===== src/rtl/arith_decode_pkg.sv =====
package arith_decode_pkg;

  typedef enum logic [3:0] {
    op_none,
    op_seg_override,
    op_sum,
    op_sum_carry,
    op_diff,
    op_diff_borrow,
    op_plus_one,
    op_minus_one,
    op_compare,
    op_sign_flip,
    op_ascii_sum,
    op_bcd_sum,
    op_ascii_diff,
    op_bcd_diff,
    op_unsigned_product
  } op_type;

  typedef enum logic [2:0] {
    form_single,
    form_rm_reg,
    form_imm_rm,
    form_imm_acc,
    form_rm,
    form_short_reg
  } form_type;

  // Opcode patterns, compared after masking, except the four fixup opcodes, which are compared whole
  localparam logic [7:0] MASK_SEG = 8'hE7;
  localparam logic [7:0] OPC_SEG = 8'h26;
  localparam logic [7:0] MASK_RM_REG = 8'hFC;
  localparam logic [7:0] OPC_SUM_RM = 8'h00;
  localparam logic [7:0] OPC_CARRY_RM = 8'h10;
  localparam logic [7:0] OPC_BORROW_RM = 8'h18;
  localparam logic [7:0] OPC_DIFF_RM = 8'h28;
  localparam logic [7:0] OPC_CMP_RM = 8'h38;
  localparam logic [7:0] MASK_ACC = 8'hFE;
  localparam logic [7:0] OPC_SUM_ACC = 8'h04;
  localparam logic [7:0] OPC_CARRY_ACC = 8'h14;
  localparam logic [7:0] OPC_BORROW_ACC = 8'h1C;
  localparam logic [7:0] OPC_DIFF_ACC = 8'h2C;
  localparam logic [7:0] OPC_CMP_ACC = 8'h3C;
  localparam logic [7:0] MASK_IMM_GRP = 8'hFC;
  localparam logic [7:0] OPC_IMM_GRP = 8'h80;
  localparam logic [7:0] MASK_UNARY = 8'hFE;
  localparam logic [7:0] OPC_UNARY_GRP = 8'hF6;
  localparam logic [7:0] OPC_STEP_GRP = 8'hFE;
  localparam logic [7:0] MASK_SHORT = 8'hF8;
  localparam logic [7:0] OPC_INC_SHORT = 8'h40;
  localparam logic [7:0] OPC_DEC_SHORT = 8'h48;
  localparam logic [7:0] OPC_ASCII_SUM = 8'h37;
  localparam logic [7:0] OPC_BCD_SUM = 8'h27;
  localparam logic [7:0] OPC_ASCII_DIFF = 8'h3F;
  localparam logic [7:0] OPC_BCD_DIFF = 8'h2F;

  // Sub-codes in the middle field of the second byte
  localparam logic [2:0] SUB_SUM = 3'h0;
  localparam logic [2:0] SUB_CARRY = 3'h2;
  localparam logic [2:0] SUB_BORROW = 3'h3;
  localparam logic [2:0] SUB_DIFF = 3'h5;
  localparam logic [2:0] SUB_CMP = 3'h7;
  localparam logic [2:0] SUB_PLUS = 3'h0;
  localparam logic [2:0] SUB_MINUS = 3'h1;
  localparam logic [2:0] SUB_SIGN = 3'h3;
  localparam logic [2:0] SUB_PRODUCT = 3'h4;

  localparam logic [1:0] MOD_NO_DISP = 2'h0;
  localparam logic [1:0] MOD_DISP8 = 2'h1;
  localparam logic [1:0] MOD_REG = 2'h3;
  localparam logic [2:0] RM_DIRECT = 3'h6;

  // Execution clock counts
  localparam logic [5:0] CLK_PREFIX = 6'h02;
  localparam logic [5:0] CLK_ALU_REG = 6'h03;
  localparam logic [5:0] CLK_ALU_MEM = 6'h0A;
  localparam logic [5:0] CLK_IMM_REG = 6'h04;
  localparam logic [5:0] CLK_IMM_MEM = 6'h10;
  localparam logic [5:0] CLK_ACC_BYTE = 6'h03;
  localparam logic [5:0] CLK_ACC_WORD = 6'h04;
  localparam logic [5:0] CLK_STEP_MEM = 6'h0F;
  localparam logic [5:0] CLK_ASCII_SUM = 6'h08;
  localparam logic [5:0] CLK_BCD_SUM = 6'h04;
  localparam logic [5:0] CLK_ASCII_DIFF = 6'h07;
  localparam logic [5:0] CLK_BCD_DIFF = 6'h04;
  localparam logic [5:0] CLK_MUL_REG_BYTE = 6'h1A;
  localparam logic [5:0] CLK_MUL_REG_WORD = 6'h23;
  localparam logic [5:0] CLK_MUL_MEM_BYTE = 6'h20;
  localparam logic [5:0] CLK_MUL_MEM_WORD = 6'h29;
  localparam logic [1:0] MUL_EXTRA_MAX = 2'h2;
  localparam logic [5:0] CLK_NARROW_XFER = 6'h04;

endpackage


===== src/rtl/opcode_classifier.sv =====
`timescale 1ns/1ps
module opcode_classifier (
  input wire logic [7:0] i_opcode,
  input wire logic [2:0] i_sub,
  output arith_decode_pkg::op_type o_op,
  output arith_decode_pkg::form_type o_form,
  output logic o_has_modrm,
  output logic o_known
);

  function automatic logic hit(input logic [7:0] b, input logic [7:0] m, input logic [7:0] p);
    hit = (b & m) == p;
  endfunction

  always_comb begin
    o_op = arith_decode_pkg::op_none;
    o_form = arith_decode_pkg::form_single;
    o_has_modrm = 1'b0;
    if (hit(i_opcode, arith_decode_pkg::MASK_SEG, arith_decode_pkg::OPC_SEG)) begin
      o_op = arith_decode_pkg::op_seg_override;
    end else if (i_opcode == arith_decode_pkg::OPC_ASCII_SUM) begin
      o_op = arith_decode_pkg::op_ascii_sum;
    end else if (i_opcode == arith_decode_pkg::OPC_BCD_SUM) begin
      o_op = arith_decode_pkg::op_bcd_sum;
    end else if (i_opcode == arith_decode_pkg::OPC_ASCII_DIFF) begin
      o_op = arith_decode_pkg::op_ascii_diff;
    end else if (i_opcode == arith_decode_pkg::OPC_BCD_DIFF) begin
      o_op = arith_decode_pkg::op_bcd_diff;
    end else if (hit(i_opcode, arith_decode_pkg::MASK_SHORT,
                     arith_decode_pkg::OPC_INC_SHORT)) begin
      o_op = arith_decode_pkg::op_plus_one;
      o_form = arith_decode_pkg::form_short_reg;
    end else if (hit(i_opcode, arith_decode_pkg::MASK_SHORT,
                     arith_decode_pkg::OPC_DEC_SHORT)) begin
      o_op = arith_decode_pkg::op_minus_one;
      o_form = arith_decode_pkg::form_short_reg;
    end else if ((i_opcode & arith_decode_pkg::MASK_RM_REG) == arith_decode_pkg::OPC_SUM_RM) begin
      o_op = arith_decode_pkg::op_sum;
      o_form = arith_decode_pkg::form_rm_reg;
      o_has_modrm = 1'b1;
    end else if ((i_opcode & arith_decode_pkg::MASK_RM_REG) ==
                 arith_decode_pkg::OPC_CARRY_RM) begin
      o_op = arith_decode_pkg::op_sum_carry;
      o_form = arith_decode_pkg::form_rm_reg;
      o_has_modrm = 1'b1;
    end else if ((i_opcode & arith_decode_pkg::MASK_RM_REG) == arith_decode_pkg::OPC_DIFF_RM) begin
      o_op = arith_decode_pkg::op_diff;
      o_form = arith_decode_pkg::form_rm_reg;
      o_has_modrm = 1'b1;
    end else if ((i_opcode & arith_decode_pkg::MASK_RM_REG) ==
                 arith_decode_pkg::OPC_BORROW_RM) begin
      o_op = arith_decode_pkg::op_diff_borrow;
      o_form = arith_decode_pkg::form_rm_reg;
      o_has_modrm = 1'b1;
    end else if ((i_opcode & arith_decode_pkg::MASK_RM_REG) == arith_decode_pkg::OPC_CMP_RM) begin
      o_op = arith_decode_pkg::op_compare;
      o_form = arith_decode_pkg::form_rm_reg;
      o_has_modrm = 1'b1;
    end else if ((i_opcode & arith_decode_pkg::MASK_ACC) == arith_decode_pkg::OPC_SUM_ACC) begin
      o_op = arith_decode_pkg::op_sum;
      o_form = arith_decode_pkg::form_imm_acc;
    end else if ((i_opcode & arith_decode_pkg::MASK_ACC) == arith_decode_pkg::OPC_CARRY_ACC) begin
      o_op = arith_decode_pkg::op_sum_carry;
      o_form = arith_decode_pkg::form_imm_acc;
    end else if ((i_opcode & arith_decode_pkg::MASK_ACC) == arith_decode_pkg::OPC_DIFF_ACC) begin
      o_op = arith_decode_pkg::op_diff;
      o_form = arith_decode_pkg::form_imm_acc;
    end else if ((i_opcode & arith_decode_pkg::MASK_ACC) == arith_decode_pkg::OPC_BORROW_ACC) begin
      o_op = arith_decode_pkg::op_diff_borrow;
      o_form = arith_decode_pkg::form_imm_acc;
    end else if ((i_opcode & arith_decode_pkg::MASK_ACC) == arith_decode_pkg::OPC_CMP_ACC) begin
      o_op = arith_decode_pkg::op_compare;
      o_form = arith_decode_pkg::form_imm_acc;
    end else if ((i_opcode & arith_decode_pkg::MASK_IMM_GRP) ==
                 arith_decode_pkg::OPC_IMM_GRP) begin
      o_form = arith_decode_pkg::form_imm_rm;
      o_has_modrm = 1'b1;
      if (i_sub == arith_decode_pkg::SUB_SUM) begin
        o_op = arith_decode_pkg::op_sum;
      end else if (i_sub == arith_decode_pkg::SUB_CARRY) begin
        o_op = arith_decode_pkg::op_sum_carry;
      end else if (i_sub == arith_decode_pkg::SUB_DIFF) begin
        o_op = arith_decode_pkg::op_diff;
      end else if (i_sub == arith_decode_pkg::SUB_BORROW) begin
        o_op = arith_decode_pkg::op_diff_borrow;
      end else if (i_sub == arith_decode_pkg::SUB_CMP) begin
        o_op = arith_decode_pkg::op_compare;
      end
    end else if ((i_opcode & arith_decode_pkg::MASK_UNARY) ==
                 arith_decode_pkg::OPC_UNARY_GRP) begin
      o_form = arith_decode_pkg::form_rm;
      o_has_modrm = 1'b1;
      if (i_sub == arith_decode_pkg::SUB_SIGN) begin
        o_op = arith_decode_pkg::op_sign_flip;
      end else if (i_sub == arith_decode_pkg::SUB_PRODUCT) begin
        o_op = arith_decode_pkg::op_unsigned_product;
      end
    end else if ((i_opcode & arith_decode_pkg::MASK_UNARY) == arith_decode_pkg::OPC_STEP_GRP) begin
      o_form = arith_decode_pkg::form_rm;
      o_has_modrm = 1'b1;
      if (i_sub == arith_decode_pkg::SUB_PLUS) begin
        o_op = arith_decode_pkg::op_plus_one;
      end else if (i_sub == arith_decode_pkg::SUB_MINUS) begin
        o_op = arith_decode_pkg::op_minus_one;
      end
    end
    o_known = o_op != arith_decode_pkg::op_none;
  end

endmodule


===== src/rtl/arith_opcode_decoder.sv =====
`timescale 1ns/1ps
module arith_opcode_decoder (
  input wire logic i_clk,
  input wire logic i_rst_n,
  input wire logic i_byte_valid,
  input wire logic [7:0] i_byte,
  input wire logic i_narrow_bus,
  input wire logic [1:0] i_mul_extra,
  output logic o_byte_ready,
  output logic o_op_valid,
  output arith_decode_pkg::op_type o_op,
  output arith_decode_pkg::form_type o_form,
  output logic o_word,
  output logic o_to_reg,
  output logic o_mem,
  output logic [1:0] o_mod,
  output logic [2:0] o_reg,
  output logic [2:0] o_rm,
  output logic [15:0] o_disp,
  output logic [15:0] o_imm,
  output logic [5:0] o_clocks,
  output logic o_busy,
  output logic o_done,
  output logic o_unknown,
  output logic o_seg_valid,
  output logic [1:0] o_seg_code
);

  typedef enum logic [2:0] {
    st_opcode, st_modrm, st_disp_lo, st_disp_hi, st_imm_lo, st_imm_hi, st_exec
  } state_type;

  state_type state, next_state;
  logic [7:0] opcode, next_opcode;
  logic [7:0] modrm, next_modrm;
  logic [1:0] disp_len, next_disp_len;
  logic [1:0] imm_len, next_imm_len;
  logic [5:0] count, next_count;
  logic is_prefix, next_is_prefix;
  logic next_op_valid, next_word, next_to_reg, next_mem, next_done, next_unknown;
  logic next_seg_valid;
  logic [1:0] next_seg_code;
  logic [15:0] next_disp, next_imm;
  logic [5:0] next_clocks;
  arith_decode_pkg::op_type next_op;
  arith_decode_pkg::form_type next_form;
  logic [7:0] cls_opcode;
  logic [2:0] cls_sub;
  arith_decode_pkg::op_type cls_op;
  arith_decode_pkg::form_type cls_form;
  logic cls_has_modrm, cls_known;
  logic take;

  assign take = i_byte_valid && o_byte_ready;
  assign cls_opcode = (state == st_opcode) ? i_byte : opcode;
  assign cls_sub = (state == st_modrm) ? i_byte[5:3] : modrm[5:3];

  opcode_classifier u_classifier (
    .i_opcode(cls_opcode),
    .i_sub(cls_sub),
    .o_op(cls_op),
    .o_form(cls_form),
    .o_has_modrm(cls_has_modrm),
    .o_known(cls_known)
  );

  // Destination written back to memory means a read and a write transfer
  function automatic logic two_transfers(input arith_decode_pkg::op_type op,
                                         input arith_decode_pkg::form_type f,
                                         input logic to_reg);
    two_transfers = (op != arith_decode_pkg::op_compare) &&
                    (op != arith_decode_pkg::op_unsigned_product) &&
                    !(f == arith_decode_pkg::form_rm_reg && to_reg);
  endfunction

  function automatic logic [5:0] op_cost(input arith_decode_pkg::op_type op,
                                         input arith_decode_pkg::form_type f,
                                         input logic mem, input logic wide,
                                         input logic narrow, input logic rmw,
                                         input logic [1:0] extra);
    logic [5:0] c;
    c = arith_decode_pkg::CLK_ALU_REG;
    case (op)
      arith_decode_pkg::op_seg_override: c = arith_decode_pkg::CLK_PREFIX;
      arith_decode_pkg::op_ascii_sum: c = arith_decode_pkg::CLK_ASCII_SUM;
      arith_decode_pkg::op_bcd_sum: c = arith_decode_pkg::CLK_BCD_SUM;
      arith_decode_pkg::op_ascii_diff: c = arith_decode_pkg::CLK_ASCII_DIFF;
      arith_decode_pkg::op_bcd_diff: c = arith_decode_pkg::CLK_BCD_DIFF;
      arith_decode_pkg::op_unsigned_product: begin
        if (mem) begin
          c = wide ? arith_decode_pkg::CLK_MUL_MEM_WORD : arith_decode_pkg::CLK_MUL_MEM_BYTE;
        end else begin
          c = wide ? arith_decode_pkg::CLK_MUL_REG_WORD : arith_decode_pkg::CLK_MUL_REG_BYTE;
        end
        // Data-dependent tail clamped to the documented range
        if (extra > arith_decode_pkg::MUL_EXTRA_MAX) begin
          c = c + {4'h0, arith_decode_pkg::MUL_EXTRA_MAX};
        end else begin
          c = c + {4'h0, extra};
        end
      end
      default: begin
        if (f == arith_decode_pkg::form_imm_acc) begin
          c = wide ? arith_decode_pkg::CLK_ACC_WORD : arith_decode_pkg::CLK_ACC_BYTE;
        end else if (f == arith_decode_pkg::form_imm_rm &&
                     op != arith_decode_pkg::op_compare) begin
          c = mem ? arith_decode_pkg::CLK_IMM_MEM : arith_decode_pkg::CLK_IMM_REG;
        end else if (op == arith_decode_pkg::op_plus_one ||
                     op == arith_decode_pkg::op_minus_one) begin
          c = mem ? arith_decode_pkg::CLK_STEP_MEM : arith_decode_pkg::CLK_ALU_REG;
        end else begin
          c = mem ? arith_decode_pkg::CLK_ALU_MEM : arith_decode_pkg::CLK_ALU_REG;
        end
      end
    endcase
    if (narrow && wide && mem) begin
      c = c + arith_decode_pkg::CLK_NARROW_XFER;
      if (rmw) begin
        c = c + arith_decode_pkg::CLK_NARROW_XFER;
      end
    end
    op_cost = c;
  endfunction

  always_comb begin
    logic launch;
    logic [5:0] cost;
    launch = 1'b0;
    cost = arith_decode_pkg::CLK_PREFIX;
    next_state = state;
    next_opcode = opcode;
    next_modrm = modrm;
    next_disp_len = disp_len;
    next_imm_len = imm_len;
    next_count = count;
    next_is_prefix = is_prefix;
    next_op_valid = 1'b0;
    next_done = 1'b0;
    next_unknown = 1'b0;
    next_op = o_op;
    next_form = o_form;
    next_word = o_word;
    next_to_reg = o_to_reg;
    next_mem = o_mem;
    next_disp = o_disp;
    next_imm = o_imm;
    next_clocks = o_clocks;
    next_seg_valid = o_seg_valid;
    next_seg_code = o_seg_code;
    case (state)
      st_opcode: begin
        if (take) begin
          next_opcode = i_byte;
          next_modrm = '0;
          next_disp = '0;
          next_imm = '0;
          next_disp_len = '0;
          next_imm_len = {1'b0, 1'b1} + {1'b0, i_byte[0]};
          if (!cls_known && !cls_has_modrm) begin
            next_unknown = 1'b1;
          end else if (cls_has_modrm) begin
            next_state = st_modrm;
          end else if (cls_form == arith_decode_pkg::form_imm_acc) begin
            next_state = st_imm_lo;
          end else begin
            launch = 1'b1;
          end
        end
      end
      st_modrm: begin
        if (take) begin
          next_modrm = i_byte;
          if (i_byte[7:6] == arith_decode_pkg::MOD_DISP8) begin
            next_disp_len = 2'h1;
          end else if (i_byte[7:6] == arith_decode_pkg::MOD_REG) begin
            next_disp_len = 2'h0;
          end else if (i_byte[7:6] == arith_decode_pkg::MOD_NO_DISP) begin
            next_disp_len = (i_byte[2:0] == arith_decode_pkg::RM_DIRECT) ? 2'h2 : 2'h0;
          end else begin
            next_disp_len = 2'h2;
          end
          // Sign-extended byte immediate when s w = 11
          next_imm_len = (opcode[1:0] == 2'h1) ? 2'h2 : 2'h1;
          if (cls_form != arith_decode_pkg::form_imm_rm) begin
            next_imm_len = 2'h0;
          end
          if (!cls_known) begin
            next_unknown = 1'b1;
            next_state = st_opcode;
          end else if (next_disp_len != 2'h0) begin
            next_state = st_disp_lo;
          end else if (next_imm_len != 2'h0) begin
            next_state = st_imm_lo;
          end else begin
            launch = 1'b1;
          end
        end
      end
      st_disp_lo: begin
        if (take) begin
          next_disp = {{8{i_byte[7]}}, i_byte};
          if (disp_len == 2'h2) begin
            next_state = st_disp_hi;
          end else if (imm_len != 2'h0) begin
            next_state = st_imm_lo;
          end else begin
            launch = 1'b1;
          end
        end
      end
      st_disp_hi: begin
        if (take) begin
          next_disp = {i_byte, o_disp[7:0]};
          if (imm_len != 2'h0) begin
            next_state = st_imm_lo;
          end else begin
            launch = 1'b1;
          end
        end
      end
      st_imm_lo: begin
        if (take) begin
          next_imm = {8'h00, i_byte};
          if (cls_form == arith_decode_pkg::form_imm_rm && opcode[1:0] == 2'h3) begin
            next_imm = {{8{i_byte[7]}}, i_byte};
          end
          if (imm_len == 2'h2) begin
            next_state = st_imm_hi;
          end else begin
            launch = 1'b1;
          end
        end
      end
      st_imm_hi: begin
        if (take) begin
          next_imm = {i_byte, o_imm[7:0]};
          launch = 1'b1;
        end
      end
      default: begin
        if (count == 6'h00) begin
          next_done = 1'b1;
          next_state = st_opcode;
          // Override is spent once the following instruction retires
          if (!is_prefix) begin
            next_seg_valid = 1'b0;
          end
        end else begin
          next_count = count - 6'h01;
        end
      end
    endcase
    if (launch) begin
      next_op = cls_op;
      next_form = cls_form;
      next_word = next_opcode[0] && cls_form != arith_decode_pkg::form_short_reg &&
                  cls_form != arith_decode_pkg::form_single;
      next_to_reg = (cls_form == arith_decode_pkg::form_rm_reg) && next_opcode[1];
      next_mem = cls_has_modrm && next_modrm[7:6] != arith_decode_pkg::MOD_REG;
      next_is_prefix = cls_op == arith_decode_pkg::op_seg_override;
      if (next_is_prefix) begin
        next_seg_valid = 1'b1;
        next_seg_code = next_opcode[4:3];
      end
      cost = op_cost(cls_op, cls_form, next_mem, next_word, i_narrow_bus,
                     two_transfers(cls_op, cls_form, next_to_reg), i_mul_extra);
      next_clocks = cost;
      next_count = cost - 6'h01;
      next_op_valid = 1'b1;
      next_state = st_exec;
    end
  end

  always_ff @(posedge i_clk or negedge i_rst_n) begin
    if (!i_rst_n) begin
      state <= st_opcode;
      opcode <= '0;
      modrm <= '0;
      disp_len <= '0;
      imm_len <= '0;
      count <= '0;
      is_prefix <= 1'b0;
      o_byte_ready <= 1'b0;
      o_op_valid <= 1'b0;
      o_op <= arith_decode_pkg::op_none;
      o_form <= arith_decode_pkg::form_single;
      o_word <= 1'b0;
      o_to_reg <= 1'b0;
      o_mem <= 1'b0;
      o_mod <= '0;
      o_reg <= '0;
      o_rm <= '0;
      o_disp <= '0;
      o_imm <= '0;
      o_clocks <= '0;
      o_busy <= 1'b0;
      o_done <= 1'b0;
      o_unknown <= 1'b0;
      o_seg_valid <= 1'b0;
      o_seg_code <= '0;
    end else begin
      state <= next_state;
      opcode <= next_opcode;
      modrm <= next_modrm;
      disp_len <= next_disp_len;
      imm_len <= next_imm_len;
      count <= next_count;
      is_prefix <= next_is_prefix;
      o_byte_ready <= next_state != st_exec;
      o_op_valid <= next_op_valid;
      o_op <= next_op;
      o_form <= next_form;
      o_word <= next_word;
      o_to_reg <= next_to_reg;
      o_mem <= next_mem;
      o_mod <= next_modrm[7:6];
      o_reg <= (next_form == arith_decode_pkg::form_short_reg) ?
               next_opcode[2:0] : next_modrm[5:3];
      o_rm <= next_modrm[2:0];
      o_disp <= next_disp;
      o_imm <= next_imm;
      o_clocks <= next_clocks;
      o_busy <= next_state == st_exec;
      o_done <= next_done;
      o_unknown <= next_unknown;
      o_seg_valid <= next_seg_valid;
      o_seg_code <= next_seg_code;
    end
  end

endmodule


===== config.mk =====
export PLATFORM = sky130hd
export DESIGN_NAME = arith_opcode_decoder
export DESIGN_NICKNAME = d
export VERILOG_FILES = /design/src/rtl/arith_decode_pkg.sv /design/src/rtl/opcode_classifier.sv /design/src/rtl/arith_opcode_decoder.sv
export SDC_FILE = /design/constraint.sdc
export NUM_CORES = 1
export LEC_CHECK = 0
export BUFFER_PORTS_ARGS = -buffer_cell sky130_fd_sc_hd__buf_2
export CAP_MARGIN = 20
export CELL_PAD_IN_SITES_DETAIL_PLACEMENT = 0
export CELL_PAD_IN_SITES_GLOBAL_PLACEMENT = 1
export CORE_ASPECT_RATIO = 0.7
export CORE_MARGIN = 2
export CORE_UTILIZATION = 39
export DETAILED_ROUTE_END_ITERATION = 8
export GPL_TIMING_DRIVEN = 0
export PLACE_DENSITY = 0.74
export SETUP_SLACK_MARGIN = 0.05
export SYNTH_ARGS = -nofsm -noshare
export SYNTH_HDL_FRONTEND = slang
export SYNTH_HIERARCHICAL = 1
export SYNTH_SLANG_ARGS = --single-unit

===== constraint.sdc =====
create_clock -name i_clk -period 4.97 [get_ports i_clk]
set_input_delay 0.2485 -clock i_clk [delete_from_list [all_inputs] [get_ports i_clk]]
set_output_delay 0.2485 -clock i_clk [all_outputs]
set_load 0.03 [all_outputs]

# [After elaboration in Yosys (flattened, before gate mapping)]
# Cells that the tools add are included.
[totals] register_bits=94 input_bits=14 output_inout_bits=64
[classes] addsub=7 order_cmp=1 eq_ne=64 mux=168 bitwise=2 reduce_logical=42
[op_table] op="$mux 4" count=32
[op_table] op="$mux 3" count=41
[op_table] op="$pmux 16 s3" count=2
[op_table] op="$mux 16" count=5
[op_table] op="$mux 6" count=12
[op_table] op="$mux 1" count=47
[op_table] op="$eq 8x6->1 const B" count=4
[op_table] op="$pmux 6 s5" count=1
[op_table] op="$mux 2" count=14
[op_table] op="$mux 5" count=5
[op_table] op="$eq 3x3->1 const B" count=8
[op_table] op="$mux 8" count=3
[op_table] op="$eq 4x4->1 const B" count=5
[op_table] op="$eq 3x2->1 const B" count=6
[op_table] op="$eq 6x4->1 const B" count=3
[op_table] op="$pmux 3 s6" count=1
[op_table] op="$pmux 8 s2" count=1
[op_table] op="$reduce_and 4->1" count=4
[op_table] op="$eq 7x4->1 const B" count=2
[op_table] op="$eq 7x5->1 const B" count=2
[op_table] op="$eq 7x7->1 const B" count=2
[op_table] op="$ne 2x2->1 const B" count=7
[op_table] op="$logic_and 1x1->1" count=13
[op_table] op="$add 6x3->6 const B" count=2
[op_table] op="other kinds (35)" count=62

# [Logic depth before layout (Yosys ltp)]
[logic_depth] ltp_word=45 depth_mapped=28 mapped_depth_nobuf=24

# [Cells and area by module]
# The synthesis kept the hierarchy.
[modules_own_cells] module="arith_opcode_decoder" n_inst=1 cells_per_inst=551 area_per_inst_um2=4824.6 seq_area_each_um2=2227.1
[modules_own_cells] module="opcode_classifier" n_inst=1 cells_per_inst=65 area_per_inst_um2=491.7 seq_area_each_um2=0.0

# [Least setup slack after synthesis]
# No wires, ideal clock.
[synth_timing] kind="register to register" from="reg state[0]" to="reg count[5]" arrival_ns=4.832 t_required_ns=4.844 slack_ns=0.012 path_stages_with_launch=28 path_buffers=4 period_less_slack_ns=4.958 cell_sequence="dfrtp_1 -> buf_2 -> or3_1 -> buf_2 -> nand2_1 -> nand2_1 -> buf_6 -> nor2_1 -> nand3b_1 -> o21ai_0 -> clkbuf_1 -> xor2_1 -> nor2_1 -> a21oi_1 -> ha_1 -> inv_1 -> fa_1 -> nand2_1 -> a211oi_1 -> a211oi_2 -> o211a_1 -> ha_1 -> o21ai_0 -> a221oi_2 -> a211oi_1 -> and4_1 -> o21ai_0 -> a221o_1"
[synth_via] elab_cells_between_ends=181
[synth_rtl] element="from (decl)" line="arith_opcode_decoder.sv:33" text="state_type state, next_state;"
[synth_rtl] element="from (signal assigned)" line="arith_opcode_decoder.sv:276" text="state <= st_opcode;"
[synth_rtl] element="from (signal assigned)" line="arith_opcode_decoder.sv:302" text="state <= next_state;"
[synth_rtl] element="$logic_not 3->1 *" line="arith_opcode_decoder.sv:55" text="assign cls_opcode = (state == st_opcode) ? i_byte : opcode;"
[synth_rtl] element="$mux 8 *" line="arith_opcode_decoder.sv:55"
[synth_rtl] element="net cls_opcode[5]" line="arith_opcode_decoder.sv:47" text="logic [7:0] cls_opcode;"
[synth_rtl] element="$eq 7x7->1" line="opcode_classifier.sv:89" text="end else if ((i_opcode & arith_decode_pkg::MASK_UNARY) =="
[synth_rtl] element="$mux 3" line="opcode_classifier.sv:89"
[synth_rtl] element="$mux 3" line="opcode_classifier.sv:74" text="end else if ((i_opcode & arith_decode_pkg::MASK_IMM_GRP) =="
[synth_rtl] element="$mux 3" line="opcode_classifier.sv:71" text="end else if ((i_opcode & arith_decode_pkg::MASK_ACC) == arith_decode_pkg::OPC_CMP_ACC) begin"
[synth_rtl] element="$mux 3" line="opcode_classifier.sv:68" text="end else if ((i_opcode & arith_decode_pkg::MASK_ACC) == arith_decode_pkg::OPC_BORROW_ACC) begin"
[synth_rtl] element="(+15 left out)"
[synth_rtl] element="net cls_form[0]" line="arith_opcode_decoder.sv:50" text="arith_decode_pkg::form_type cls_form;"
[synth_rtl] element="(+10 left out)"
[synth_rtl] element="$mux 6" line="arith_opcode_decoder.sv:253" text="if (launch) begin"
[synth_rtl] element="$add 6x3->6" line="arith_opcode_decoder.sv:117" text="c = c + arith_decode_pkg::CLK_NARROW_XFER;"
[synth_rtl] element="$add 6x3->6" line="arith_opcode_decoder.sv:119" text="c = c + arith_decode_pkg::CLK_NARROW_XFER;"
[synth_rtl] element="$mux 6" line="arith_opcode_decoder.sv:118" text="if (rmw) begin"
[synth_rtl] element="$mux 6" line="arith_opcode_decoder.sv:116" text="if (narrow && wide && mem) begin"
[synth_rtl] element="$mux 6" line="arith_opcode_decoder.sv:253"
[synth_rtl] element="$sub 6x1->6" line="arith_opcode_decoder.sv:268" text="next_count = cost - 6'h01;"
[synth_rtl] element="$mux 6" line="arith_opcode_decoder.sv:253"
[synth_rtl] element="to (signal assigned)" line="arith_opcode_decoder.sv:307" text="count <= next_count;"
[synth_rtl] element="to (decl)" line="arith_opcode_decoder.sv:38" text="logic [5:0] count, next_count;"
# Mark *: on every way through the listed nets, which the timed path passes. The rest lies on a longest branch. The select of a mux whose other input is x is not followed.
# A chain may end at the register's enable or synchronous reset.

# [Worst setup path in the final report]
[layout_timing] from="reg state[1]" to="reg count[5]"
[layout_via] elab_cells_between_ends=181
[layout_rtl] element="$logic_not 3->1 *" line="arith_opcode_decoder.sv:55"
[layout_rtl] element="$mux 8 *" line="arith_opcode_decoder.sv:55"
[layout_rtl] element="net cls_opcode[3]" line="arith_opcode_decoder.sv:47"
[layout_rtl] element="$eq 7x7->1" line="opcode_classifier.sv:98" text="end else if ((i_opcode & arith_decode_pkg::MASK_UNARY) == arith_decode_pkg::OPC_STEP_GRP) begin"
[layout_rtl] element="$mux 4" line="opcode_classifier.sv:98"
[layout_rtl] element="$mux 4" line="opcode_classifier.sv:89"
[layout_rtl] element="$mux 4" line="opcode_classifier.sv:74"
[layout_rtl] element="$mux 4" line="opcode_classifier.sv:71"
[layout_rtl] element="(+16 left out)"
[layout_rtl] element="net cls_op[3]" line="arith_opcode_decoder.sv:49" text="arith_decode_pkg::op_type cls_op;"
[layout_rtl] element="(+6 left out)"
[layout_rtl] element="$mux 6" line="arith_opcode_decoder.sv:253"
[layout_rtl] element="$add 6x3->6" line="arith_opcode_decoder.sv:117"
[layout_rtl] element="$add 6x3->6" line="arith_opcode_decoder.sv:119"
[layout_rtl] element="$mux 6" line="arith_opcode_decoder.sv:118"
[layout_rtl] element="$mux 6" line="arith_opcode_decoder.sv:116"
[layout_rtl] element="$mux 6" line="arith_opcode_decoder.sv:253"
[layout_rtl] element="$sub 6x1->6" line="arith_opcode_decoder.sv:268"
[layout_rtl] element="$mux 6" line="arith_opcode_decoder.sv:253"
# Marked as above.

==> reports/qor.yml <==
sta:
  setup_viol: 0
  tightestPinTransition_ps: 706.2
  tns_ps: 0
  finalCritPeriodShare_pct: 99.45
  rsz0062_at_grt: "yes"
  relSlewSlack_pct: 52.92
  clock.fmax_mhz: 202.3
  timing_hold_violations_final: 0
  finalCriticalPeriod_ps: 4943
  report.final.slew_viol_count: 0
  clock-skew-final_ps: 9.487
power:
  irDropWorstVdd_uv: 400.8
  p_per_area_mw_per_mm2: 858.4
  comb_power_share_pct: 69.6
  p_sw_uw: 2998
  p_clk_share_pct: 11.0
  swShare_pct: 49.64
  power_frac_seq_pct: 19.5
  power_uw: 6040
  leakage_uw: 0.003273
  p_int_uw: 3042
finish:
  area_delta_synth_final_pct: 32.36
  utilization_pct: 53.21
  finalNonFillerCells: 940
  final_area_mm2: 0.007037
  antenna_cells: 0
  final_cell_mix: "131 x nand2_1, 89 x dfrtp_1, 75 x buf_2"
  final_common_cell: "nand2_1"
  drive_gt1_share_pct: 35.36
  nets: 771
  top_regs: "o_disp (16), o_imm (16), opcode (8)"
place:
  dpl-instance-area_mm2: 0.005939
  dp_cells: 874
  hpwl_um: 12100
  gp_congestion: 0.9188
  portBuffers: 72
grt:
  grt.overflow.total: 0
  grt_pass1_wl_um: 27000
  grt_max_degree: 61
  antenna_found_initial: 0
  grt_pass1_vias: 5037
  grt_usage_pct: 23.97
hold_path:
  worstHoldPathType: "input pin to flop"
  hold_path_end: "o_disp[5]$_DFFE_PN0P_"
  min_from: "i_byte[5]"
  hold_path_depth: 3
clocking:
  h-tree-depth: 3
  clk_latency_ps: 340
  clk_pin_slew_worst_paths_ps: 70
  clockRootBuffer: "clkbuf_16"
  cts_tree: "built"
  clock_sinks: 89
  numCtsBuffers: 9
  cts.path.max_buffers: 2
floorplanning:
  die_h_um: 101.7
  num_rows: 35
  die_x_um: 143.6
  initial_core_util_pct: 40.20
  core_mm2: 0.01323
  ioPinCount: 78
  die_area_mm2: 0.01460
synthesis:
  yosysWarnings: 6
  synthFlopType: "dfrtp_1"
  syn_avg_cell_area_um2: 8.630
  synth.distinct_cells: 79
  syn_inst: 616
  async_flop_share_pct: 100.0
  synth-edff-count: 0
  yosysSeqAreaShare_pct: 41.89
  ys_ff_latch: 89
  syn_nets: 637
  syn_area_mm2: 0.005316
drt:
  drtIter0Drc: 378
  first_pass_iters: 5
  postRouteAntennaNets: 0
  routed_wire_length_per_instance_um: 18.26
  routed_wl_um: 17170
  vias: 5157
  avgViaCountPerCell: 5.486
  drc: 0
worst_setup_path:
  worst-path-max-fanout: 10
  path_class: "flop to flop"
  cp-end-kind: "flop"
  critPathArrivalTime_ps: 5170
  crit_path_start_kind: "flop"
  rrSetupSlack_ps: 30
  timing.rr.start: "state[1]$_DFF_PN0_"
  ff2ff_path_depth: 22
  cp.required_ps: 5200
  timing.rr.end: "count[5]$_DFFE_PN0P_"
status:
  status: "completed"
flow_run:
  max_cap_violations: 0
## metrics by stage
stage          setup slack (ps)  hold WS [ps]
3_5_place_dp              -1099         226.6
6_report                  27.18         257.6
4_1_cts                   11.58         250.4
3_3_place_gp             -928.1         455.6
5_1_grt                  -130.9         271.4
2_1_floorplan             73.25        -47.09
## cells in the mapped netlist, types with 7 or more instances
master	n	area share, %
buf_2	8	0.75
o31ai_1	8	1.1
nor2_1	31	2.2
mux2_2	12	2.5
nand3_1	12	1.1
dfrtp_1	89	42
nand4_1	7	0.82
nand2_1	145	10
and2_1	7	0.82
o21ai_0	44	4.1
a21oi_1	38	3.6
inv_1	15	1.1
nor3_1	8	0.75
a31o_2	9	1.5
a211oi_1	8	1.1
nand2b_1	9	1.1
clkbuf_1	23	1.6
## worst max path at each step
stage,from,endpoint,slack (ps),cells past startpoint
detailed placement,state[1]$_DFF_PN0_,count[5]$_DFFE_PN0P_,-1100,25
floorplan,state[0]$_DFF_PN0_,count[5]$_DFFE_PN0P_,70,27
global placement,state[1]$_DFF_PN0_,count[5]$_DFFE_PN0P_,-930,25
global route,state[1]$_DFF_PN0_,count[5]$_DFFE_PN0P_,-130,26
finish,state[1]$_DFF_PN0_,count[5]$_DFFE_PN0P_,30,22
CTS,state[0]$_DFF_PN0_,count[4]$_DFFE_PN0P_,10,22
## area by class of cell
class / count / area, µm²
flip-flops and latches: 89 / 2227
clock inverters: 6 / 51.30
fillers: 1274 / 6188
inverters: 16 / 62.56
clock buffers: 10 / 229.0
plain buffers: 46 / 301.5
repair buffers: 124 / 785.8
well taps: 185 / 231.5
multi-input cells: 464 / 3148
## per-layer routing
| layer | global-route usage (%) | wire (µm) | part of all wire [%] |
|---|---|---|---|
| met5 | 0 | 0 | 0 |
| met4 | 5.807 | 187 | 1.1 |
| met3 | 4.161 | 874 | 5.1 |
| met2 | 35.93 | 7420 | 43 |
| met1 | 36.05 | 8686 | 51 |
## worst max-delay path, stage by stage (launching register included)
cell and delay, ps:
dfrtp_1 420, or3_4 440, buf_8 150, nand2_2 80
nand2_4 60, buf_4 160, nor4b_4 340, and2_4 240
a41o_1 210, o21a_2 230, clkbuf_4 240, nor2_1 60
a221oi_1 250, a31oi_1 90, a21oi_2 260, o211a_1 240
ha_4 160, o21ai_4 60, a221oi_4 330, a211oi_2 90
and4_1 230, buf_4 140, a221o_1 340
## cells by family (layout without fill, tap and decap cells)
kind of cell,count (synthesis),in the layout,share of synthesized area [%]
AO/OA/AOI/OAI,171,171,21.84
buffers and inverters,63,202,5.954
multiplexers,14,14,2.918
flip-flops,89,89,41.89
adder cells (fa/ha/maj),7,7,1.789
XOR/XNOR,10,10,1.647
AND/OR/NAND/NOR,262,262,23.96
## power by group through the flow
| stage | logic, µW | registers (µW) | clock network [µW] |
|---|---|---|---|
| finish | 4200 | 1180 | 662 |
| global route | 4530 | 1210 | 699 |
| CTS | 3810 | 1170 | 674 |
| detailed placement | 3120 | 1180 | 0 |
| global placement | 3090 | 1160 | 0 |
| floorplan | 1950 | 1490 | 0 |
## repair_timing
action / CTS / global route
pin swaps: 26 / 29
endpoints found under the setup margin: 32 / 23
gates cloned: 1 / 1
hold endpoints to repair: 29 / 0
gates resized for setup: 76 / 42
hold buffers: 1 / 0
setup buffers: 32 / 18
No activity file was read; power rests on OpenSTA's default activity.
